`config.mk`:
```
export PLATFORM = sky130hd
export DESIGN_NAME = lpt_top
export DESIGN_NICKNAME = d
export VERILOG_FILES = /design/src/design/lpt_i2c_slave.v /design/src/design/lpt_top.v
export VERILOG_INCLUDE_DIRS = /design/src /design/src/design
export SDC_FILE = /design/constraint.sdc
export NUM_CORES = 1
export LEC_CHECK = 0
export BUFFER_PORTS_ARGS = -buffer_cell sky130_fd_sc_hd__buf_4
export CORE_MARGIN = 3
export CORE_UTILIZATION = 60
export DETAILED_ROUTE_END_ITERATION = 7
export HOLD_SLACK_MARGIN = 0.06
export PLACE_DENSITY_LB_ADDON = 0.1
export SYNTH_ARGS = -nofsm -noshare
export SYNTH_HDL_FRONTEND = slang
export SYNTH_SLANG_ARGS = --single-unit
```
`constraint.sdc`:
```
create_clock -name mclk -period 4.8 [get_ports mclk]
set_input_delay 1.44 -clock mclk [delete_from_list [all_inputs] [get_ports mclk]]
set_output_delay 1.44 -clock mclk [all_outputs]
set_load 0.02 [all_outputs]
```
`src/design/lpt_defs.vh`:
```
// register map, field positions, reset values and timing counts
`ifndef LPT_DEFS_VH
`define LPT_DEFS_VH
// command codes (each word register: low byte, high byte)
`define LPT_CMD_ALS_CONF   8'h00
`define LPT_CMD_AMB_HI     8'h01
`define LPT_CMD_AMB_LO     8'h02
`define LPT_CMD_PS_CONF12  8'h03
`define LPT_CMD_PS_CFG3    8'h04
`define LPT_CMD_XTALK      8'h05
`define LPT_CMD_PRX_LO     8'h06
`define LPT_CMD_PRX_HI     8'h07
`define LPT_CMD_PS_RESULT  8'h08
`define LPT_CMD_ALS_RESULT 8'h0B
`define LPT_CMD_FLAGS      8'h0D
`define LPT_CMD_ID         8'h0E
// ambient config low byte fields
`define LPT_AIT_HI         7
`define LPT_AIT_LO         5
`define LPT_APERS_HI       3
`define LPT_APERS_LO       2
`define LPT_AIEN_BIT       1
`define LPT_ASD_BIT        0
// proximity config word fields (low byte conf1, high byte conf2)
`define LPT_PPERS_HI       5
`define LPT_PPERS_LO       4
`define LPT_PSD_BIT        0
`define LPT_PINT_HI        9
`define LPT_PINT_LO        8
`define LPT_PINTT_BIT      11
// proximity config three fields
`define LPT_PFOR_BIT       3
`define LPT_PTRIG_BIT      2
`define LPT_PMS_BIT        13
// flag bits
`define LPT_F_GEST         7
`define LPT_F_PROT         6
`define LPT_F_ALO          5
`define LPT_F_AHI          4
`define LPT_F_CLOSE        1
`define LPT_F_AWAY         0
// reset values
`define LPT_RST_ALS_CONF   16'h0001
`define LPT_RST_PS_CONF12  16'h0001
`define LPT_RST_ZERO       16'h0000
`define LPT_ID_VALUE       16'h1055 // arbitrary
// timing: 40 MHz clock, base ambient period 50 ms
`define LPT_CLK_HZ         40000000
`define LPT_AIT_BASE_MS    50
`define LPT_AIT_BASE_CYC   ((`LPT_CLK_HZ / 1000) * `LPT_AIT_BASE_MS)
`define LPT_PS_PERIOD_CYC  ((`LPT_CLK_HZ / 1000) * 10)
// i2c slave address
`define LPT_I2C_ADDR       7'h60
`endif

```
`src/design/lpt_i2c_slave.v`:
```
// i2c slave with command-code word registers, read-word and write-word
`timescale 1ns/1ps
`include "lpt_defs.vh"
module lpt_i2c_slave (
    input  wire        mclk,     // system clock
    input  wire        rst_n,    // async reset, active low
    input  wire        scl_in,   // scl pin level
    input  wire        sda_in,   // sda pin level
    output reg         sda_oe_n, // low while pulling sda low
    output reg  [7:0]  cmd,      // current command code
    output reg         wr_lo,    // pulse: write low byte
    output reg         wr_hi,    // pulse: write high byte
    output reg  [7:0]  wr_data,  // write data byte
    output reg         rd_word,  // pulse: word read finished at cmd
    input  wire [15:0] rd_data   // word for cmd
);
    localparam S_IDLE = 3'd0, S_ADDR = 3'd1, S_CMD = 3'd2, S_DLO = 3'd3;
    localparam S_DHI = 3'd4, S_RLO = 3'd5, S_RHI = 3'd6, S_SKIP = 3'd7;
    reg [1:0] scl_s, sda_s;
    reg       scl_q, sda_q;
    reg [2:0] state;
    reg [3:0] bitc;
    reg [7:0] sh;
    reg       ack_ph, rd_mode, nack;
    reg [15:0] rd_hold;
    wire scl = scl_s[1];
    wire sda = sda_s[1];
    wire scl_rise = scl & ~scl_q;
    wire scl_fall = ~scl & scl_q;
    wire start = scl & scl_q & sda_q & ~sda;
    wire stop  = scl & scl_q & ~sda_q & sda;
    always @(posedge mclk or negedge rst_n) begin
        if (!rst_n) begin
            scl_s <= 2'b11;
            sda_s <= 2'b11;
            scl_q <= 1'b1;
            sda_q <= 1'b1;
        end else begin
            scl_s <= {scl_s[0], scl_in};
            sda_s <= {sda_s[0], sda_in};
            scl_q <= scl;
            sda_q <= sda;
        end
    end
    always @(posedge mclk or negedge rst_n) begin
        if (!rst_n) begin
            state <= S_IDLE; bitc <= 4'h0; sh <= 8'h00; ack_ph <= 1'b0;
            rd_mode <= 1'b0; nack <= 1'b0; sda_oe_n <= 1'b1;
            cmd <= 8'h00; wr_lo <= 1'b0; wr_hi <= 1'b0; wr_data <= 8'h00;
            rd_word <= 1'b0; rd_hold <= 16'h0000;
        end else begin
            wr_lo <= 1'b0;
            wr_hi <= 1'b0;
            rd_word <= 1'b0;
            if (start) begin
                state <= S_ADDR; bitc <= 4'h0; ack_ph <= 1'b0;
                sda_oe_n <= 1'b1;
            end else if (stop) begin
                state <= S_IDLE; sda_oe_n <= 1'b1;
            end else if (state != S_IDLE && state != S_SKIP) begin
                if (scl_rise && !ack_ph && state < S_RLO) begin
                    sh <= {sh[6:0], sda};
                    bitc <= bitc + 4'h1;
                end else if (scl_rise && ack_ph && rd_mode) begin
                    nack <= sda;
                end else if (scl_fall && !ack_ph && bitc == 4'h8) begin
                    ack_ph <= 1'b1;
                    bitc <= 4'h0;
                    case (state)
                        S_ADDR: begin
                            if (sh[7:1] == `LPT_I2C_ADDR) begin
                                sda_oe_n <= 1'b0;
                                rd_mode <= sh[0];
                            end else begin
                                state <= S_SKIP;
                            end
                        end
                        S_CMD: begin cmd <= sh; sda_oe_n <= 1'b0; end
                        S_DLO: begin
                            wr_data <= sh; wr_lo <= 1'b1; sda_oe_n <= 1'b0;
                        end
                        S_DHI: begin
                            wr_data <= sh; wr_hi <= 1'b1; sda_oe_n <= 1'b0;
                        end
                        default: sda_oe_n <= 1'b1;
                    endcase
                end else if (scl_fall && ack_ph) begin
                    ack_ph <= 1'b0;
                    sda_oe_n <= 1'b1;
                    case (state)
                        S_ADDR: begin
                            if (rd_mode) begin
                                state <= S_RLO; rd_hold <= rd_data;
                                sda_oe_n <= rd_data[7];
                                sh <= {rd_data[6:0], 1'b0};
                                bitc <= 4'h1;
                            end else begin
                                state <= S_CMD;
                            end
                        end
                        S_CMD: state <= S_DLO;
                        S_DLO: state <= S_DHI;
                        S_RLO: begin
                            if (nack) begin
                                state <= S_SKIP;
                            end else begin
                                state <= S_RHI;
                                sda_oe_n <= rd_hold[15];
                                sh <= {rd_hold[14:8], 1'b0};
                                bitc <= 4'h1;
                            end
                        end
                        S_RHI: begin
                            rd_word <= 1'b1;
                            state <= S_SKIP;
                        end
                        default: state <= S_SKIP;
                    endcase
                end else if (scl_fall && rd_mode && bitc != 4'h8 &&
                             (state == S_RLO || state == S_RHI)) begin
                    sda_oe_n <= sh[7];
                    sh <= {sh[6:0], 1'b0};
                    bitc <= bitc + 4'h1;
                end else if (scl_fall && rd_mode && bitc == 4'h8 &&
                             (state == S_RLO || state == S_RHI)) begin
                    sda_oe_n <= 1'b1;
                    ack_ph <= 1'b1;
                    bitc <= 4'h0;
                end
            end
        end
    end
endmodule // lpt_i2c_slave

```
`src/design/lpt_top.v`:
```
// ambient/proximity threshold, persistence and interrupt logic
`timescale 1ns/1ps
`include "lpt_defs.vh"
// Overview of operation
// - ambient high and low limits are 16 bits, written as low then high byte
// - ambient irq when result above high or below low limit, if enabled
// - integration code selects 50, 100, 200, 400 or 800 ms
// - ambient irq only after 1, 2, 4 or 8 consecutive out-of-window periods
// - separate proximity high and low limits drive irq and logic output
// - proximity irq only after 1 to 4 consecutive periods above high limit
// - in forced mode each trigger write starts exactly one measurement
// - in forced mode without trigger no new proximity result appears
// - every command register reads back
// - full ambient result comes in one read word at one command code
// - cancellation value is subtracted from each raw proximity sample
// - enabled interrupt drives the single interrupt pin low
// - registers stay accessible while the interrupt pin is low
// - proximity irq select picks close, away or both events
// - in normal mode any flag going from 0 to 1 drives the pin low
// - reading the flag register clears flags and, in normal mode, releases the pin
// - logic mode: pin low on close past high, high when below low
// - logic mode pin shows proximity state only; normal mode for ambient
// - proximity between limits asserts no proximity interrupt
// - flags: 7 gesture, 6 protect, 5 amb low, 4 amb high, 1 close, 0 away
module lpt_top (
    input  wire        mclk,        // 40 MHz clock
    input  wire        rst_n,       // async reset, active low
    input  wire        scl_in,      // i2c clock pin
    input  wire        sda_in,      // i2c data pin level
    output wire        sda_oe_n,    // low pulls sda low
    output wire        int_oe_n,    // low pulls interrupt pin low
    input  wire [15:0] als_raw,     // ambient sample from converter
    input  wire        als_done,    // pulse: ambient sample ready
    input  wire [15:0] ps_raw,      // proximity sample from converter
    input  wire        ps_done,     // pulse: proximity sample ready
    input  wire        gest_ready,  // pulse: gesture data ready
    input  wire        prot_event,  // pulse: protection mode entered
    output reg         als_start,   // pulse: start ambient integration
    output reg         ps_start,    // pulse: start proximity measurement
    output wire [2:0]  ambient_integration_time_sel   // integration time code to converter
);
    wire [7:0]  cmd;
    wire        wr_lo, wr_hi, rd_word;
    wire [7:0]  wr_data;
    reg  [15:0] rd_data;
    reg  [15:0] als_conf, amb_hi_limit, amb_lo_limit, ps_conf12, ps_cfg3;
    reg  [15:0] xtalk_cancel, prx_lo_limit, prx_hi_limit, ps_result;
    reg  [15:0] ambient_light_result;
    reg  [7:0]  flags;
    reg         prox_near;
    reg  [3:0]  als_cnt;
    reg  [2:0]  ps_cnt;
    reg  [31:0] als_tmr, ps_tmr;
    reg  [31:0] als_period;
    reg  [3:0]  als_need;
    reg         trig_pend;

    lpt_i2c_slave u_i2c (
        .mclk     (mclk),
        .rst_n    (rst_n),
        .scl_in   (scl_in),
        .sda_in   (sda_in),
        .sda_oe_n (sda_oe_n),
        .cmd      (cmd),
        .wr_lo    (wr_lo),
        .wr_hi    (wr_hi),
        .wr_data  (wr_data),
        .rd_word  (rd_word),
        .rd_data  (rd_data)
    );

    // byte-wise update of a word register
    function [15:0] put_byte;
        input [15:0] old;
        input        hi;
        input [7:0]  d;
        begin
            put_byte = hi ? {d, old[7:0]} : {old[15:8], d};
        end
    endfunction

    wire wr_any = wr_lo | wr_hi;
    always @(posedge mclk or negedge rst_n) begin
        if (!rst_n) begin
            als_conf  <= `LPT_RST_ALS_CONF;
            amb_hi_limit <= `LPT_RST_ZERO;
            amb_lo_limit <= `LPT_RST_ZERO;
            ps_conf12 <= `LPT_RST_PS_CONF12;
            ps_cfg3   <= `LPT_RST_ZERO;
            xtalk_cancel <= `LPT_RST_ZERO;
            prx_lo_limit <= `LPT_RST_ZERO;
            prx_hi_limit <= `LPT_RST_ZERO;
        end else if (wr_any) begin
            case (cmd)
                `LPT_CMD_ALS_CONF:
                    als_conf <= put_byte(als_conf, wr_hi, wr_data);
                `LPT_CMD_AMB_HI:
                    amb_hi_limit <= put_byte(amb_hi_limit, wr_hi, wr_data);
                `LPT_CMD_AMB_LO:
                    amb_lo_limit <= put_byte(amb_lo_limit, wr_hi, wr_data);
                `LPT_CMD_PS_CONF12:
                    ps_conf12 <= put_byte(ps_conf12, wr_hi, wr_data);
                `LPT_CMD_PS_CFG3: // trigger bit self-clears
                    ps_cfg3 <= put_byte(ps_cfg3, wr_hi, wr_data) &
                               ~(16'h0001 << `LPT_PTRIG_BIT);
                `LPT_CMD_XTALK:
                    xtalk_cancel <= put_byte(xtalk_cancel, wr_hi, wr_data);
                `LPT_CMD_PRX_LO:
                    prx_lo_limit <= put_byte(prx_lo_limit, wr_hi, wr_data);
                `LPT_CMD_PRX_HI:
                    prx_hi_limit <= put_byte(prx_hi_limit, wr_hi, wr_data);
                default: ;
            endcase
        end
    end

    // readback of every command register
    always @* begin
        case (cmd)
            `LPT_CMD_ALS_CONF:   rd_data = als_conf;
            `LPT_CMD_AMB_HI:     rd_data = amb_hi_limit;
            `LPT_CMD_AMB_LO:     rd_data = amb_lo_limit;
            `LPT_CMD_PS_CONF12:  rd_data = ps_conf12;
            `LPT_CMD_PS_CFG3:    rd_data = ps_cfg3;
            `LPT_CMD_XTALK:      rd_data = xtalk_cancel;
            `LPT_CMD_PRX_LO:     rd_data = prx_lo_limit;
            `LPT_CMD_PRX_HI:     rd_data = prx_hi_limit;
            `LPT_CMD_PS_RESULT:  rd_data = ps_result;
            `LPT_CMD_ALS_RESULT: rd_data = ambient_light_result;
            `LPT_CMD_FLAGS:      rd_data = {flags, 8'h00};
            `LPT_CMD_ID:         rd_data = `LPT_ID_VALUE; // arbitrary value
            default:             rd_data = 16'h0000;
        endcase
    end

    wire [2:0] it_code  = als_conf[`LPT_AIT_HI:`LPT_AIT_LO];
    wire [1:0] a_pers   = als_conf[`LPT_APERS_HI:`LPT_APERS_LO];
    wire       als_ien  = als_conf[`LPT_AIEN_BIT];
    wire       als_off  = als_conf[`LPT_ASD_BIT];
    wire [1:0] p_pers   = ps_conf12[`LPT_PPERS_HI:`LPT_PPERS_LO];
    wire       ps_off   = ps_conf12[`LPT_PSD_BIT];
    wire [1:0] p_int    = ps_conf12[`LPT_PINT_HI:`LPT_PINT_LO];
    wire       p_window = ps_conf12[`LPT_PINTT_BIT];
    wire       p_forced = ps_cfg3[`LPT_PFOR_BIT];
    wire       p_logic  = ps_cfg3[`LPT_PMS_BIT];
    assign ambient_integration_time_sel = it_code;

    always @* begin
        case (it_code)
            3'b000:  als_period = `LPT_AIT_BASE_CYC;
            3'b001:  als_period = 2 * `LPT_AIT_BASE_CYC;
            3'b010:  als_period = 4 * `LPT_AIT_BASE_CYC;
            3'b100:  als_period = 8 * `LPT_AIT_BASE_CYC;
            3'b011:  als_period = 4 * `LPT_AIT_BASE_CYC;
            default: als_period = 16 * `LPT_AIT_BASE_CYC;
        endcase
        case (a_pers)
            2'd0:    als_need = 4'd1;
            2'd1:    als_need = 4'd2;
            2'd2:    als_need = 4'd4;
            default: als_need = 4'd8;
        endcase
    end

    // measurement scheduling; forced mode only on a trigger write
    wire trig_wr = wr_lo && cmd == `LPT_CMD_PS_CFG3 &&
                   wr_data[`LPT_PTRIG_BIT];
    always @(posedge mclk or negedge rst_n) begin
        if (!rst_n) begin
            als_tmr <= 32'h0000_0000; ps_tmr <= 32'h0000_0000;
            als_start <= 1'b0; ps_start <= 1'b0; trig_pend <= 1'b0;
        end else begin
            als_start <= 1'b0;
            ps_start  <= 1'b0;
            if (als_off || als_tmr + 32'h0000_0001 >= als_period) begin
                als_tmr <= 32'h0000_0000;
                als_start <= ~als_off;
            end else begin
                als_tmr <= als_tmr + 32'h0000_0001;
            end
            if (trig_wr && p_forced)
                trig_pend <= 1'b1;
            if (p_forced) begin
                ps_tmr <= 32'h0000_0000;
                if (trig_pend && !ps_off) begin
                    ps_start <= 1'b1;
                    trig_pend <= 1'b0;
                end
            end else if (ps_off ||
                         ps_tmr + 32'h0000_0001 >= `LPT_PS_PERIOD_CYC) begin
                ps_tmr <= 32'h0000_0000;
                ps_start <= ~ps_off;
            end else begin
                ps_tmr <= ps_tmr + 32'h0000_0001;
            end
        end
    end

    // cancellation saturates at zero so a small sample never wraps high
    wire [15:0] ps_cancelled = (ps_raw > xtalk_cancel) ? ps_raw - xtalk_cancel
                                                       : 16'h0000;
    wire a_hi = als_raw > amb_hi_limit;
    wire a_lo = als_raw < amb_lo_limit;
    wire p_hi = ps_cancelled > prx_hi_limit;
    wire p_lo = ps_cancelled < prx_lo_limit;
    wire [3:0] als_cnt_n = als_cnt + 4'd1;
    wire [2:0] ps_cnt_n  = ps_cnt + 3'd1;
    wire als_fire = als_done && (a_hi || a_lo) && als_cnt_n >= als_need;
    wire close_ok = ps_done && p_hi && ps_cnt_n >= {1'b0, p_pers} + 3'd1;
    wire away_ok  = ps_done && p_lo && prox_near && p_window;
    wire [7:0] set_v = {gest_ready, prot_event,
                        als_fire && als_ien && a_lo,
                        als_fire && als_ien && a_hi, 2'b00,
                        close_ok && p_int[0] && !prox_near,
                        away_ok && p_int[1]};
    wire rd_flags = rd_word && cmd == `LPT_CMD_FLAGS;

    always @(posedge mclk or negedge rst_n) begin
        if (!rst_n) begin
            ambient_light_result <= 16'h0000; ps_result <= 16'h0000;
            als_cnt <= 4'h0; ps_cnt <= 3'h0;
            prox_near <= 1'b0; flags <= 8'h00;
        end else begin
            if (als_done) begin
                ambient_light_result <= als_raw;
                if (!(a_hi || a_lo))
                    als_cnt <= 4'h0;
                else if (als_cnt_n < als_need)
                    als_cnt <= als_cnt_n;
            end
            if (ps_done) begin
                ps_result <= ps_cancelled;
                if (!p_hi)
                    ps_cnt <= 3'h0;
                else if (ps_cnt_n <= {1'b0, p_pers})
                    ps_cnt <= ps_cnt_n;
                if (close_ok)
                    prox_near <= 1'b1;
                else if (p_lo || (!p_window && !p_hi))
                    prox_near <= 1'b0;
            end
            // set wins over the read clear
            flags <= (rd_flags ? 8'h00 : flags) | set_v;
        end
    end

    // pin: logic output shows proximity state only, else any pending flag
    assign int_oe_n = p_logic ? ~prox_near
                              : ~(|flags);
endmodule // lpt_top

```
==> out/metrics.yaml <==
worst_setup_path:
  slowest_delay_ns: 0.36
  reg2reg_slack_ns: 0.62
  critPathSlowestCell: "a2111oi_0"
  end_kind: "flop"
  crit_arrival_ns: 5.04
  worstPathRequired_ns: 5.24
  critical_path_class: "input port to flop"
  path_max_fanout: 3
  cp_cell_sequence: "buf_4 -> ha_1 -> nor2b_1 -> o2111ai_1 -> a311oi_1 -> o21ai_0 -> a21oi_1 -> a311oi_2 -> ha_1 -> a21oi_1 -> o21ai_1 -> a2111oi_0 -> nor2_1 -> o31ai_2 -> buf_4 -> o21ai_1 -> mux2_4"
  start_kind: "input port"
sta:
  hold_viol_final: 0
  worst_pin_slew_ns: 1.10
  rsz0062_at_grt: "false"
  max_freq_mhz: 217
  clock_skew_ns: 0.00858
  fin_crit_ns: 4.61
  finalSetupViolations: 0
  finalCritPeriodShare_pct: 95.9
  setup_ws_ns: 0.194
  drv_slew: 0
  slew_headroom_pct: 26.7
die:
  die_w_um: 174
  start_util_pct: 61.7
  core_mm2: 0.0273
  die_y_um: 174
  ioPinCount: 47
  fp.dieArea_mm2: 0.0302
  core.rowCount: 60
yosys:
  synth_edf_count: 0
  synth.ff_latch_count: 292
  synth_area_mm2: 0.0169
  synth-main-ff-cell: "dfrtp_1"
  synth.avg_cell_area_um2: 10.1
  synth_top_area_share_pct: 42.0
  yosysUniqueCellTypes: 83
  netlist_instances: 1671
  yosysWarnings: 0
  yosysTopAreaCell: "dfrtp_1"
  yosysSeqAreaShare_pct: 43.4
  async_flop_share_pct: 100
  yosys-top-cells-area: "dfrtp_1, mux2_2, ha_1"
placement:
  port_buffers: 46
  dp_cells: 2114
  dp_slack_ns: -0.338
  post-dp-hpwl_mm: 33.8
  place_congestion: 0.954
clocking:
  cts.clk_slew.worst_paths_ns: 0.06
  holdBufCountCts: 0
  cts_setup_buffers: 0
  cts_root_buf: "clkbuf_16"
  tritoncts: "built"
  h-tree-depth: 1
  ctsResizeCount: 0
  numCtsBuffers: 31
  clock_sinks: 292
  clock_latency_ns: 0.55
  clock_path_buffers: 3
power:
  ir_drop_uv: 313
  power_density_mw_per_mm2: 301
  p_leak_uw: 0.00859
grt:
  grt_use_total_pct: 30.4
  antenna_found_initial: 0
  grt_pass1_wl_mm: 73.7
  grt_max_degree: 97
  grt_pass1_vias: 13347
  gr-total-overflow: 0
drt:
  routed_wirelength_mm: 46.0
  avgViaCountPerCell: 6.23
  drtIter0Drc: 1272
  drt_pass1_iterations: 7
  postRouteAntennaNets: 0
  drc_errors: 0
  wl_per_cell_um: 21.2
  vias: 13523
cells_and_area:
  final_nets: 1930
  layout_commonest_cell: "dfrtp_1"
  regArea_mm2: 0.00732
  drive_gt1_share_pct: 21.2
  n_antenna_cell: 0
  n_fill_cell: 2116
  multi_input_area_mm2: 0.00901
  area_growth_syn_to_layout_pct: 14.6
  layout_common_cells: "dfrtp_1, mux2_2, inv_1"
  post-route-util_pct: 70.8
  final_cells: 2171
flow_run:
  drv_cap: 0
outcome:
  status: "completed"
worst_hold_path:
  hp-class: "flop to flop"
## registers in the layout, summed over array words and instances (netlist names), 3 cells and up
signal,count
als_conf,16
amb_hi_limit,16
u_i2c.state,3
prx_hi_limit,16
ps_result,16
xtalk_cancel,16
u_i2c.rd_hold,8
ps_conf12,16
u_i2c.wr_data,8
als_cnt,4
ps_tmr,32
u_i2c.bitc,4
u_i2c.cmd,8
prx_lo_limit,16
ps_cnt,3
u_i2c.sh,8
amb_lo_limit,16
ps_cfg3,15
ambient_light_result,16
als_tmr,32
flags,6
## per-layer routing
layer  routed length [um]  global-route usage [%]  vias to the layer above
met5                    0                       0                        -
met4                 2020                    11.7                        0
met3                 3580                    5.08                      120
met2                20700                    47.5                      520
met1                19700                    42.8                     6593
li1                     -                       -                     6290
## power breakdown
group / switching [uW] / internal, uW / leakage [uW]
logic: 337 / 305 / 0.00418
clock network: 1010 / 1490 / 0.000526
registers: 113 / 2560 / 0.00389
total: 1460 / 4360 / 0.00859
## final timing paths
| check | from | endpoint | cells past startpoint |
|---|---|---|---|
| worst max-delay path | ps_raw[1] | ps_cnt[0] | 17 |
| worst min-delay path | u_i2c.scl_s[0] | u_i2c.scl_s[1] | 0 |
| worst max register to register | xtalk_cancel[1] | ps_cnt[0] | 17 |
| worst min register to register | u_i2c.scl_s[0] | u_i2c.scl_s[1] | 0 |
| max in group asynchronous | rst_n | ps_cfg3[6] | 2 |
| min in group asynchronous | rst_n | als_tmr[5] | 1 |
## synth_stat cells (all sizes together) (3+ instances only)
master,count
a22o,26
mux2,132
nand2,118
xor2,25
a211oi,15
nor4bb,3
o31ai,3
or3,7
nor3,27
a22oi,23
nand4,52
nand3,41
o221ai,4
and3,12
o21ai,88
o211ai,12
nor2b,31
nor4,42
a21o,28
or4,7
o21a,9
nor2,86
o2111ai,3
a21oi,65
or2,12
a221oi,17
o22ai,10
clkbuf,54
mux2i,15
xnor2,37
dfstp,9
a222oi,4
dfrtp,283
and4,8
nor3b,3
inv,125
nand2b,12
and2,14
nand3b,3
buf,20
a2111oi,6
a31oi,22
ha,114
## through the flow
stage | instance area, um2 | hold slack [ns] | TNS, ns | total power (uW)
after detailed placement | 18300 | 0.347 | -1.71 | 3350
after global placement | 18300 | 0.345 | -1.16 | 3330
final | 19300 | 0.354 | 0 | 5820
after CTS | 19300 | 0.355 | 0 | 5830
after global routing | 19300 | 0.362 | 0 | 6050
after floorplan | 17100 | 0.345 | 0 | 3080
## area by class of cell
cell class	count	share of cell area, %
well taps	372	2.41
inverters	127	2.47
flip-flops and latches	292	37.8
multi-input cells	1197	46.6
repair buffers	126	5.12
clock buffers	40	4.50
clock inverters	17	1.05
## logic make-up after synthesis
family | count (synthesis) | share of synthesized area [%]
AO/OA/AOI/OAI | 368 | 14.8
XOR/XNOR | 62 | 3.22
adder cells (fa/ha/maj) | 115 | 8.57
buffers and inverters | 201 | 4.72
flip-flops | 292 | 43.4
multiplexers | 147 | 9.70
other | 1 | 0.0222
AND/OR/NAND/NOR | 485 | 15.6
## critical path: cells and delay by family
kind | cells | cell delay, ns
muxes | 1 | 0.28
and+or+nand+nor | 2 | 0.25
buffers and inverters | 2 | 0.28
AOI/OAI and AO/OA | 10 | 2.17
adders and majority gates | 2 | 0.60
(Power assumes the default switching activity.)
